===== src/sysconfig_consts.svh =====
// Notes on behaviour
// - start field N selects N-kilobyte boundary
// - zero field: program space at RAM base
// - all-ones field: 255-kilobyte boundary start
// - debug enable bit gates the debug port
// - debug enable resets from fuse bit
// - unimplemented bits read back as zero
// - id: 4-bit revision over 28-bit part
// - id values fixed per variant, not reset
// - write-only key register, resets zero
// - clear, set, invert aliases at 4,8,C
// - bit2 converter ref, bit1 comparator ref
`ifndef SYSCONFIG_CONSTS_SVH
`define SYSCONFIG_CONSTS_SVH
// byte offsets of the bank, chosen locally
`define OFS_CONFIG 8'h00
`define OFS_IDREG 8'h10
`define OFS_KEY 8'h20
`define OFS_BG 8'h30
`define OFS_BG_CLR 8'h34
`define OFS_BG_SET 8'h38
`define OFS_BG_INV 8'h3C
// field positions
`define EXEC_HI 23
`define EXEC_LO 16
`define DBG_BIT 3
`define BG_MASK 32'h0000_0006
`define CFG_RSV_ONES 32'h0000_0003
// ram program space base and granule shift
`define RAM_BASE 32'hA000_0000
`define KB_SHIFT 10
// unlock sequence words (values arbitrary)
`define KEY_FIRST 32'h1234_5678
`define KEY_SECOND 32'h8765_4321
// axi response codes
`define RESP_OKAY 2'b00
`define RESP_SLVERR 2'b10
`endif


===== src/sysconfig_pkg.sv =====
package sysconfig_pkg;
  // unlock sequencer states
  typedef enum logic [2:0]
  {
    LK_LOCKED = 3'b001,
    LK_HALF = 3'b010,
    LK_OPEN = 3'b100
  } lock_state_e;
endpackage


===== src/system_config_register_bank.sv =====
// Added by the designer: register access over AXI4-Lite and the placing of the registers.
`timescale 1ns/1ps
`include "sysconfig_consts.svh"
module system_config_register_bank
  import sysconfig_pkg::*;
#(
  parameter logic [3:0] REVISION = 4'h1, // arbitrary value
  parameter logic [27:0] PART_ID = 28'h000_0ABC // arbitrary value
)
(
  input wire logic clock, // 10 MHz system clock
  input wire logic reset, // async, active high
  input wire logic debug_fuse_bit, // fuse copy of debug enable
  input wire logic [7:0] s_axi_awaddr, // write address
  input wire logic s_axi_awvalid, // write address valid
  output logic s_axi_awready, // write address ready
  input wire logic [31:0] s_axi_wdata, // write data
  input wire logic [3:0] s_axi_wstrb, // write strobes
  input wire logic s_axi_wvalid, // write data valid
  output logic s_axi_wready, // write data ready
  output logic [1:0] s_axi_bresp, // write response
  output logic s_axi_bvalid, // write response valid
  input wire logic s_axi_bready, // write response ready
  input wire logic [7:0] s_axi_araddr, // read address
  input wire logic s_axi_arvalid, // read address valid
  output logic s_axi_arready, // read address ready
  output logic [31:0] s_axi_rdata, // read data
  output logic [1:0] s_axi_rresp, // read response
  output logic s_axi_rvalid, // read data valid
  input wire logic s_axi_rready, // read data ready
  input wire logic hw_converter_set, // hardware sets converter ref
  input wire logic hw_converter_clr, // hardware clears converter ref
  input wire logic hw_comparator_set, // hardware sets comparator ref
  input wire logic hw_comparator_clr, // hardware clears comparator ref
  output logic debug_port_enable, // debug port on
  output logic converter_ref_enable, // converter band gap on
  output logic comparator_ref_enable, // comparator band gap on
  output logic [31:0] ram_exec_start_addr, // program space start
  output logic system_unlocked // protected registers writable
);

  // held write channel state
  logic [7:0] aw_addr_reg; // latched write address
  logic aw_have_reg; // address captured
  logic [31:0] w_data_reg; // latched write data
  logic [3:0] w_strb_reg; // latched strobes
  logic w_have_reg; // data captured
  logic [7:0] ram_exec_start_sel_reg; // program space start field
  logic debug_port_enable_reg; // debug enable bit
  logic fuse_loaded_reg; // fuse sampled after release
  logic [31:0] bandgap_reg; // band gap control
  logic [31:0] unlock_key_word_reg; // last key word, never read
  lock_state_e lock_reg; // unlock sequencer
  logic do_write; // write commit this cycle
  logic [31:0] wmask; // byte lanes as bit mask
  logic [31:0] wbits; // strobed data
  logic [31:0] bg_next; // band gap next value
  logic [31:0] rd_value; // decoded read word
  logic rd_hit; // read address mapped
  logic wr_hit; // write address mapped

  // take each channel once, hold until the response is gone
  assign s_axi_awready = !aw_have_reg && !s_axi_bvalid;
  assign s_axi_wready = !w_have_reg && !s_axi_bvalid;
  assign do_write = aw_have_reg && w_have_reg && !s_axi_bvalid;

  // strobe expansion
  genvar gi;
  generate
    for (gi = 0; gi < 4; gi++)
    begin : g_lane
      assign wmask[gi*8 +: 8] = {8{w_strb_reg[gi]}};
    end
  endgenerate
  assign wbits = w_data_reg & wmask;

  // address and data capture, in either order
  always_ff @(posedge clock or posedge reset)
  begin
    if (reset)
    begin
      aw_have_reg <= 1'b0;
      aw_addr_reg <= 8'h00;
      w_have_reg <= 1'b0;
      w_data_reg <= 32'h0000_0000;
      w_strb_reg <= 4'h0;
    end
    else
    begin
      if (s_axi_awvalid && s_axi_awready)
      begin
        aw_have_reg <= 1'b1;
        aw_addr_reg <= s_axi_awaddr;
      end
      else if (do_write)
        aw_have_reg <= 1'b0;
      if (s_axi_wvalid && s_axi_wready)
      begin
        w_have_reg <= 1'b1;
        w_data_reg <= s_axi_wdata;
        w_strb_reg <= s_axi_wstrb;
      end
      else if (do_write)
        w_have_reg <= 1'b0;
    end
  end

  // write address decode
  always_comb
  begin
    if (aw_addr_reg == `OFS_CONFIG || aw_addr_reg == `OFS_IDREG)
      wr_hit = 1'b1;
    else if (aw_addr_reg == `OFS_KEY || aw_addr_reg == `OFS_BG)
      wr_hit = 1'b1;
    else if (aw_addr_reg == `OFS_BG_CLR || aw_addr_reg == `OFS_BG_SET)
      wr_hit = 1'b1;
    else if (aw_addr_reg == `OFS_BG_INV)
      wr_hit = 1'b1;
    else
      wr_hit = 1'b0;
  end

  // write response, one cycle after both halves are in
  always_ff @(posedge clock or posedge reset)
  begin
    if (reset)
    begin
      s_axi_bvalid <= 1'b0;
      s_axi_bresp <= `RESP_OKAY;
    end
    else if (do_write)
    begin
      s_axi_bvalid <= 1'b1;
      s_axi_bresp <= wr_hit ? `RESP_OKAY : `RESP_SLVERR;
    end
    else if (s_axi_bready)
      s_axi_bvalid <= 1'b0;
  end

  // config register: field and debug enable, fuse copied after reset
  // release since an async reset may only load constants
  always_ff @(posedge clock or posedge reset)
  begin
    if (reset)
    begin
      ram_exec_start_sel_reg <= 8'h00;
      debug_port_enable_reg <= 1'b0;
      fuse_loaded_reg <= 1'b0;
    end
    else if (!fuse_loaded_reg)
    begin
      fuse_loaded_reg <= 1'b1;
      debug_port_enable_reg <= debug_fuse_bit;
    end
    else if (do_write && aw_addr_reg == `OFS_CONFIG)
    begin
      // reserved and unimplemented bits are not stored
      if (w_strb_reg[2])
        ram_exec_start_sel_reg <= wbits[`EXEC_HI:`EXEC_LO];
      if (w_strb_reg[0])
        debug_port_enable_reg <= wbits[`DBG_BIT];
    end
  end

  // band gap aliases; bus write wins over hardware in same cycle
  always_comb
  begin
    bg_next = bandgap_reg;
    if (hw_converter_set)
      bg_next[2] = 1'b1;
    else if (hw_converter_clr)
      bg_next[2] = 1'b0;
    if (hw_comparator_set)
      bg_next[1] = 1'b1;
    else if (hw_comparator_clr)
      bg_next[1] = 1'b0;
    if (do_write)
    begin
      if (aw_addr_reg == `OFS_BG)
        bg_next = (bandgap_reg & ~wmask) | wbits;
      else if (aw_addr_reg == `OFS_BG_CLR)
        bg_next = bandgap_reg & ~wbits;
      else if (aw_addr_reg == `OFS_BG_SET)
        bg_next = bandgap_reg | wbits;
      else if (aw_addr_reg == `OFS_BG_INV)
        bg_next = bandgap_reg ^ wbits;
    end
    bg_next = bg_next & `BG_MASK;
  end

  // band gap register
  always_ff @(posedge clock or posedge reset)
  begin
    if (reset)
      bandgap_reg <= 32'h0000_0000;
    else
      bandgap_reg <= bg_next;
  end

  // key register and unlock sequencer; a wrong word relocks
  always_ff @(posedge clock or posedge reset)
  begin
    if (reset)
    begin
      unlock_key_word_reg <= 32'h0000_0000;
      lock_reg <= LK_LOCKED;
    end
    else if (do_write && aw_addr_reg == `OFS_KEY)
    begin
      unlock_key_word_reg <= wbits;
      case (lock_reg)
        LK_LOCKED:
          lock_reg <= (wbits == `KEY_FIRST) ? LK_HALF : LK_LOCKED;
        LK_HALF:
          lock_reg <= (wbits == `KEY_SECOND) ? LK_OPEN : LK_LOCKED;
        default:
          lock_reg <= LK_LOCKED;
      endcase
    end
  end

  // read decode; key reads zero, id is constant per variant
  always_comb
  begin
    rd_hit = 1'b1;
    rd_value = 32'h0000_0000;
    if (s_axi_araddr == `OFS_CONFIG)
      rd_value = {8'h00, ram_exec_start_sel_reg, 12'h000,
        debug_port_enable_reg, 3'b000};
    else if (s_axi_araddr == `OFS_IDREG)
      rd_value = {REVISION, PART_ID};
    else if (s_axi_araddr == `OFS_KEY)
      rd_value = 32'h0000_0000;
    else if (s_axi_araddr == `OFS_BG)
      rd_value = bandgap_reg;
    else if (s_axi_araddr == `OFS_BG_CLR || s_axi_araddr == `OFS_BG_SET)
      rd_value = bandgap_reg;
    else if (s_axi_araddr == `OFS_BG_INV)
      rd_value = bandgap_reg;
    else
      rd_hit = 1'b0;
  end

  assign s_axi_arready = !s_axi_rvalid;

  // read response, one cycle after the address
  always_ff @(posedge clock or posedge reset)
  begin
    if (reset)
    begin
      s_axi_rvalid <= 1'b0;
      s_axi_rdata <= 32'h0000_0000;
      s_axi_rresp <= `RESP_OKAY;
    end
    else if (s_axi_arvalid && s_axi_arready)
    begin
      s_axi_rvalid <= 1'b1;
      s_axi_rdata <= rd_value;
      s_axi_rresp <= rd_hit ? `RESP_OKAY : `RESP_SLVERR;
    end
    else if (s_axi_rready)
      s_axi_rvalid <= 1'b0;
  end

  // decoded outputs
  assign debug_port_enable = debug_port_enable_reg;
  assign converter_ref_enable = bandgap_reg[2];
  assign comparator_ref_enable = bandgap_reg[1];
  assign system_unlocked = (lock_reg == LK_OPEN);
  // start = base + N kilobytes, covers zero and all-ones cases
  assign ram_exec_start_addr = `RAM_BASE
    | ({24'h00_0000, ram_exec_start_sel_reg} << `KB_SHIFT);

  // the address is checked against a product, not the shift above
  a_exec_addr_map: assert property (
    @(posedge clock) disable iff (reset)
    ram_exec_start_addr == `RAM_BASE + 32'(ram_exec_start_sel_reg) * 1024)
    else $error("exec start address wrong");
  // zero field gives all of data ram as program space
  a_exec_zero_base: assert property (
    @(posedge clock) disable iff (reset)
    ram_exec_start_sel_reg == 8'h00 |-> ram_exec_start_addr == `RAM_BASE)
    else $error("zero field not at base");
  // all-ones field lands on the last kilobyte boundary
  a_exec_ones_top: assert property (
    @(posedge clock) disable iff (reset)
    ram_exec_start_sel_reg == 8'hFF |-> ram_exec_start_addr == 32'hA003_FC00)
    else $error("all ones field wrong");
  // the field takes a config write once the fuse copy is done
  a_exec_field_write: assert property (
    @(posedge clock) disable iff (reset)
    do_write && aw_addr_reg == `OFS_CONFIG && w_strb_reg[2] && fuse_loaded_reg
    |=> ram_exec_start_sel_reg == $past(w_data_reg[`EXEC_HI:`EXEC_LO]))
    else $error("exec field write lost");
  // first edge after release copies the fuse into the enable
  a_debug_fuse_load: assert property (
    @(posedge clock) disable iff (reset)
    !fuse_loaded_reg |=> debug_port_enable == $past(debug_fuse_bit))
    else $error("debug enable not from fuse");
  // a config write with lane 0 moves the debug enable
  a_debug_write_bit: assert property (
    @(posedge clock) disable iff (reset)
    do_write && aw_addr_reg == `OFS_CONFIG && w_strb_reg[0] && fuse_loaded_reg
    |=> debug_port_enable == $past(w_data_reg[`DBG_BIT]))
    else $error("debug enable write lost");
  // unimplemented config bits read back as zero
  a_cfg_zero_bits: assert property (
    @(posedge clock) disable iff (reset)
    s_axi_rvalid && $past(s_axi_araddr) == `OFS_CONFIG && $past(s_axi_arready)
    |-> (s_axi_rdata & 32'hFF00_FFF7) == 32'h0000_0000)
    else $error("config unimplemented bits set");
  // id word is the variant's constants, whatever was written
  a_id_read_value: assert property (
    @(posedge clock) disable iff (reset)
    s_axi_arvalid && s_axi_arready && s_axi_araddr == `OFS_IDREG
    |=> s_axi_rdata == {REVISION, PART_ID})
    else $error("id read wrong");
  // the key never reads back
  a_key_reads_zero: assert property (
    @(posedge clock) disable iff (reset)
    s_axi_arvalid && s_axi_arready && s_axi_araddr == `OFS_KEY
    |=> s_axi_rdata == 32'h0000_0000)
    else $error("key register readable");
  // the write-only key holds the last word written
  a_key_word_capture: assert property (
    @(posedge clock) disable iff (reset)
    do_write && aw_addr_reg == `OFS_KEY
    |=> unlock_key_word_reg == $past(wbits))
    else $error("key word not captured");
  // set alias: bus write beats a hardware clear in the same cycle
  a_bg_set_alias: assert property (
    @(posedge clock) disable iff (reset)
    do_write && aw_addr_reg == `OFS_BG_SET && w_strb_reg[0] && w_data_reg[2]
    |=> converter_ref_enable)
    else $error("set alias failed");
  // clear alias drops only the bits written as one
  a_bg_clr_alias: assert property (
    @(posedge clock) disable iff (reset)
    do_write && aw_addr_reg == `OFS_BG_CLR && w_strb_reg[0] && w_data_reg[2]
    && !w_data_reg[1]
    |=> !converter_ref_enable
      && comparator_ref_enable == $past(comparator_ref_enable))
    else $error("clear alias failed");
  // hardware set reaches the enable when the bus is quiet
  a_bg_hw_set: assert property (
    @(posedge clock) disable iff (reset)
    hw_converter_set && !do_write |=> converter_ref_enable)
    else $error("hardware set lost");
  // nothing outside the two enables is ever stored
  a_bg_only_two: assert property (
    @(posedge clock) disable iff (reset)
    (bandgap_reg & 32'hFFFF_FFF9) == 32'h0000_0000)
    else $error("band gap stray bits");
  // any key write while open locks again
  a_key_relock: assert property (
    @(posedge clock) disable iff (reset)
    do_write && aw_addr_reg == `OFS_KEY && system_unlocked
    |=> !system_unlocked)
    else $error("key write did not relock");

endmodule


===== config.mk =====
export PLATFORM = sky130hd
export DESIGN_NAME = system_config_register_bank
export DESIGN_NICKNAME = d
export VERILOG_FILES = /design/src/sysconfig_pkg.sv /design/src/system_config_register_bank.sv
export VERILOG_INCLUDE_DIRS = /design/src
export SDC_FILE = /design/constraint.sdc
export NUM_CORES = 1
export LEC_CHECK = 0
export ABC_AREA = 1
export BUFFER_PORTS_ARGS = -buffer_cell sky130_fd_sc_hd__clkbuf_2
export CAP_MARGIN = 10
export CORE_MARGIN = 3
export CORE_UTILIZATION = 56
export CTS_BUF_LIST = sky130_fd_sc_hd__clkbuf_8
export DETAILED_ROUTE_END_ITERATION = 8
export PLACE_DENSITY = 0.91
export SLEW_MARGIN = 20
export SYNTH_ARGS = -nofsm -noshare
export SYNTH_HDL_FRONTEND = slang
export SYNTH_SLANG_ARGS = --single-unit

===== constraint.sdc =====
create_clock -name clock -period 4.5 [get_ports clock]
set_input_delay 0.45 -clock clock [delete_from_list [all_inputs] [get_ports clock]]
set_output_delay 0.45 -clock clock [all_outputs]
set_load 0.05 [all_outputs]

==> results.sh <==
export IMPL_fillers=540
export IMPL_synth_cells=464
export IMPL_timing_final_crit_period_ps=1710
export IMPL_syn_to_final_growth_pct=14.7
export IMPL_drv_slew=0
export IMPL_p_int_mw=1.56
export IMPL_slew_headroom_pct=37.4
export IMPL_switching_share_pct=41.4
export IMPL_worst_hold_slack_ps=288
export IMPL_wire_per_inst_um=12.5
export IMPL_hp_class="primary input to register"
export IMPL_cts_hold_buf=0
export IMPL_vias=3255
export IMPL_postSynthAreaPerCell_um2=8.71
export IMPL_critical_path_max_stage_delay_ps=420
export IMPL_worstSetupPathType="register to output port"
export IMPL_syn_area_mm2=0.00404
export IMPL_wl_um=8250
export IMPL_largest_reg_flops=32
export IMPL_setup_viol=0
export IMPL_grtUsageTotal_pct=20.6
export IMPL_fp_dieW_um=90.9
export IMPL_grt_max_degree=78
export IMPL_ys_seq_area_share_pct=47.7
export IMPL_cp_start_kind="register"
export IMPL_cts_sinks=77
export IMPL_final_cells=660
export IMPL_synth_edf_count=0
export IMPL_die_y_um=90.9
export IMPL_fin_nets=627
export IMPL_rsz0062_at_grt="no"
export IMPL_diodes=0
export IMPL_fin_setup_tns_ps=0
export IMPL_cts_tree="done"
export IMPL_cts_root_buf="clkbuf_8"
export IMPL_core_mm2=0.00691
export IMPL_switching_power_mw=1.10
export IMPL_port_buffer_count=99
export IMPL_pin_count=141
export IMPL_skew_ps=13.5
export IMPL_crit_slowest_cell="dfrtp_1"
export IMPL_min_path_cells=2
export IMPL_antenna_found_initial=0
export IMPL_p_leak_nw=2.48
export IMPL_outcome="complete, no violations"
export IMPL_numCtsBuffers=9
export IMPL_synthFlopType="dfrtp_1"
export IMPL_start_util_pct=58.5
export IMPL_ys_async_sr_fraction_pct=100
export IMPL_cts_htree_levels=3
export IMPL_end_kind="output port"
export IMPL_grt_first_pass_wirelength_um=13800
export IMPL_cap_violations=0
export IMPL_drc=0
export IMPL_ys_warn_count=0
export IMPL_timing_final_ws_setup_ps=2790
export IMPL_dr_pass1_iters=4
export IMPL_cts_setup_buffers=0
export IMPL_seq_power_share_pct=42.3
export IMPL_drive_above_1_share_pct=29.6
export IMPL_arrival_ps=1260
export IMPL_row_count=30
export IMPL_clockBufferDepth=2
export IMPL_ant_nets=0
export IMPL_final_hold_viol_count=0
export IMPL_fmaxAchievable_mhz=586
export IMPL_synth_area_leaders="dfrtp_1 (47%), nand2_1 (8.6%), buf_4 (8.5%), mux2_2 (7.2%), nor2_1 (5.4%)"
export IMPL_worstReg2RegStart="w_strb_reg[0]"
export IMPL_yosysUniqueCellTypes=32
export IMPL_r2r_setup_slack_ps=2810
export IMPL_min_period_over_period_pct=37.9
export IMPL_p_per_area_mw_per_mm2=572
export IMPL_netlist_area_leader_share_pct=47.1
export IMPL_viasPerCell=4.93
export IMPL_overflow=0
export IMPL_cp_data_required_time_ps=4050
export IMPL_cp_max_fo=4
export IMPL_dieArea_mm2=0.00827
export IMPL_cts_repair_resized=0
export IMPL_synth_most_common_cell="nand2_1"
export IMPL_dp_cells=644
export IMPL_pre_cts_ws_ps=2750
export IMPL_gp_congestion=0.792
export IMPL_synth_seq_cells=77
export IMPL_r2r_cells=10
export IMPL_hp_start="s_axi_bready"
export IMPL_clk_latency_ps=360
export IMPL_ys_top_cells_by_count="nand2_1 (93), dfrtp_1 (76), nor2_1 (58), buf_4 (46), inv_1 (39)"
export IMPL_yosysTopAreaCell="dfrtp_1"
export IMPL_hpwl_um=6200
export IMPL_cp_buffers_inverters=1
export IMPL_p_comb_share_pct=36.4
export IMPL_clkSlewWorstSetupHoldPaths_ps=80
export IMPL_power_ir_vdd_worst_mv=0.335
export IMPL_worst_pin_slew_ps=939
export IMPL_power_share_clock_pct=21.4
export IMPL_crit_chain="nor3_1 > clkbuf_2"
export IMPL_holdPathEnd="s_axi_bvalid"
export IMPL_cp_top_family="flip-flops"
export IMPL_drt_initial_drc_count=179
export IMPL_grt_pass1_vias=3135
==> cell families (layout without fill, tap and decap cells) <==
logic type               count (synthesis)  count (layout)  synth area share (%)
flip-flops                              77              77                  47.7
multiplexers                            26              26                  7.25
adder cells (fa/ha/maj)                  4               4                  1.24
AO/OA/AOI/OAI                           48              48                  6.94
AND/OR/NAND/NOR                        206             206                  22.6
buffers and inverters                  101             161                  14.0
other                                    2              42                 0.186
==> layer usage <==
| metal | track usage (%) | wire length, um | share of wire (%) |
|---|---|---|---|
| met4 | 10.2 | 210 | 2.5 |
| met2 | 34.4 | 4060 | 49 |
| met3 | 4.14 | 594 | 7.2 |
| met1 | 25.3 | 3390 | 41 |
| met5 | 0 | 0 | 0 |
==> cell type report <==
| type | instances | area, um2 | share of cell area, % |
|---|---|---|---|
| clock inverter | 7 | 91.3 | 1.97 |
| sequential | 77 | 1930 | 41.6 |
| inverter | 44 | 166 | 3.59 |
| tap | 96 | 120 | 2.59 |
| multi-input combinational | 326 | 1700 | 36.6 |
| timing repair buffer | 101 | 510 | 11.0 |
| clock buffer | 9 | 124 | 2.67 |
==> power groups by stage <==
stage | Clock (mW) | Sequential (mW) | Combinational [mW]
after detailed placement | 0 | 1.13 | 0.964
after floorplan | 0 | 1.15 | 0.765
after CTS | 0.573 | 1.12 | 0.974
after global placement | 0 | 1.12 | 0.929
after global routing | 0.606 | 1.15 | 1.07
final | 0.566 | 1.12 | 0.965
==> worst max path at each step <==
stage | start | slack [ps] | to | depth (start not counted)
3_5_place_dp | s_axi_araddr[3] | 2750 | s_axi_rdata[3] | 6
3_3_place_gp | s_axi_araddr[3] | 2810 | s_axi_rdata[3] | 6
5_1_grt | s_axi_rvalid | 2660 | s_axi_rresp[1] | 5
6_report | lock_reg[1] | 2790 | system_unlocked | 2
4_1_cts | s_axi_bvalid | 2780 | s_axi_awready | 2
2_1_floorplan | reset | 2080 | asynchronous set/reset pin | 1
==> cell usage in the layout (no fill, tap or decap), types with 10 or more instances in the layout <==
cell,n
nor2_1,58
nor3_1,10
nand3_1,31
conb_1,42
mux2_2,26
clkbuf_2,99
inv_1,39
a21oi_1,27
nand2_1,93
dfrtp_1,76
==> stage by stage <==
step	util (%)	area, um2	power (mW)
floorplan	-	4190	1.92
global placement	64.0	4420	2.05
detailed placement	64.0	4420	2.10
CTS	67.1	4640	2.67
global route	67.1	4640	2.83
finish	67.1	4640	2.65
==> worst register-to-register path, cell delays in order, from the launching register on <==
cell and delay, ps:
dfrtp_1 570, nand2_1 230, ha_1 320, inv_1 60, nand3_1 80, nand3_1 100, nand2_1 50, nand2_1 50
nand2_1 50, nand2_1 50, nand2_1 40
No activity file was read; power rests on OpenSTA's default activity.
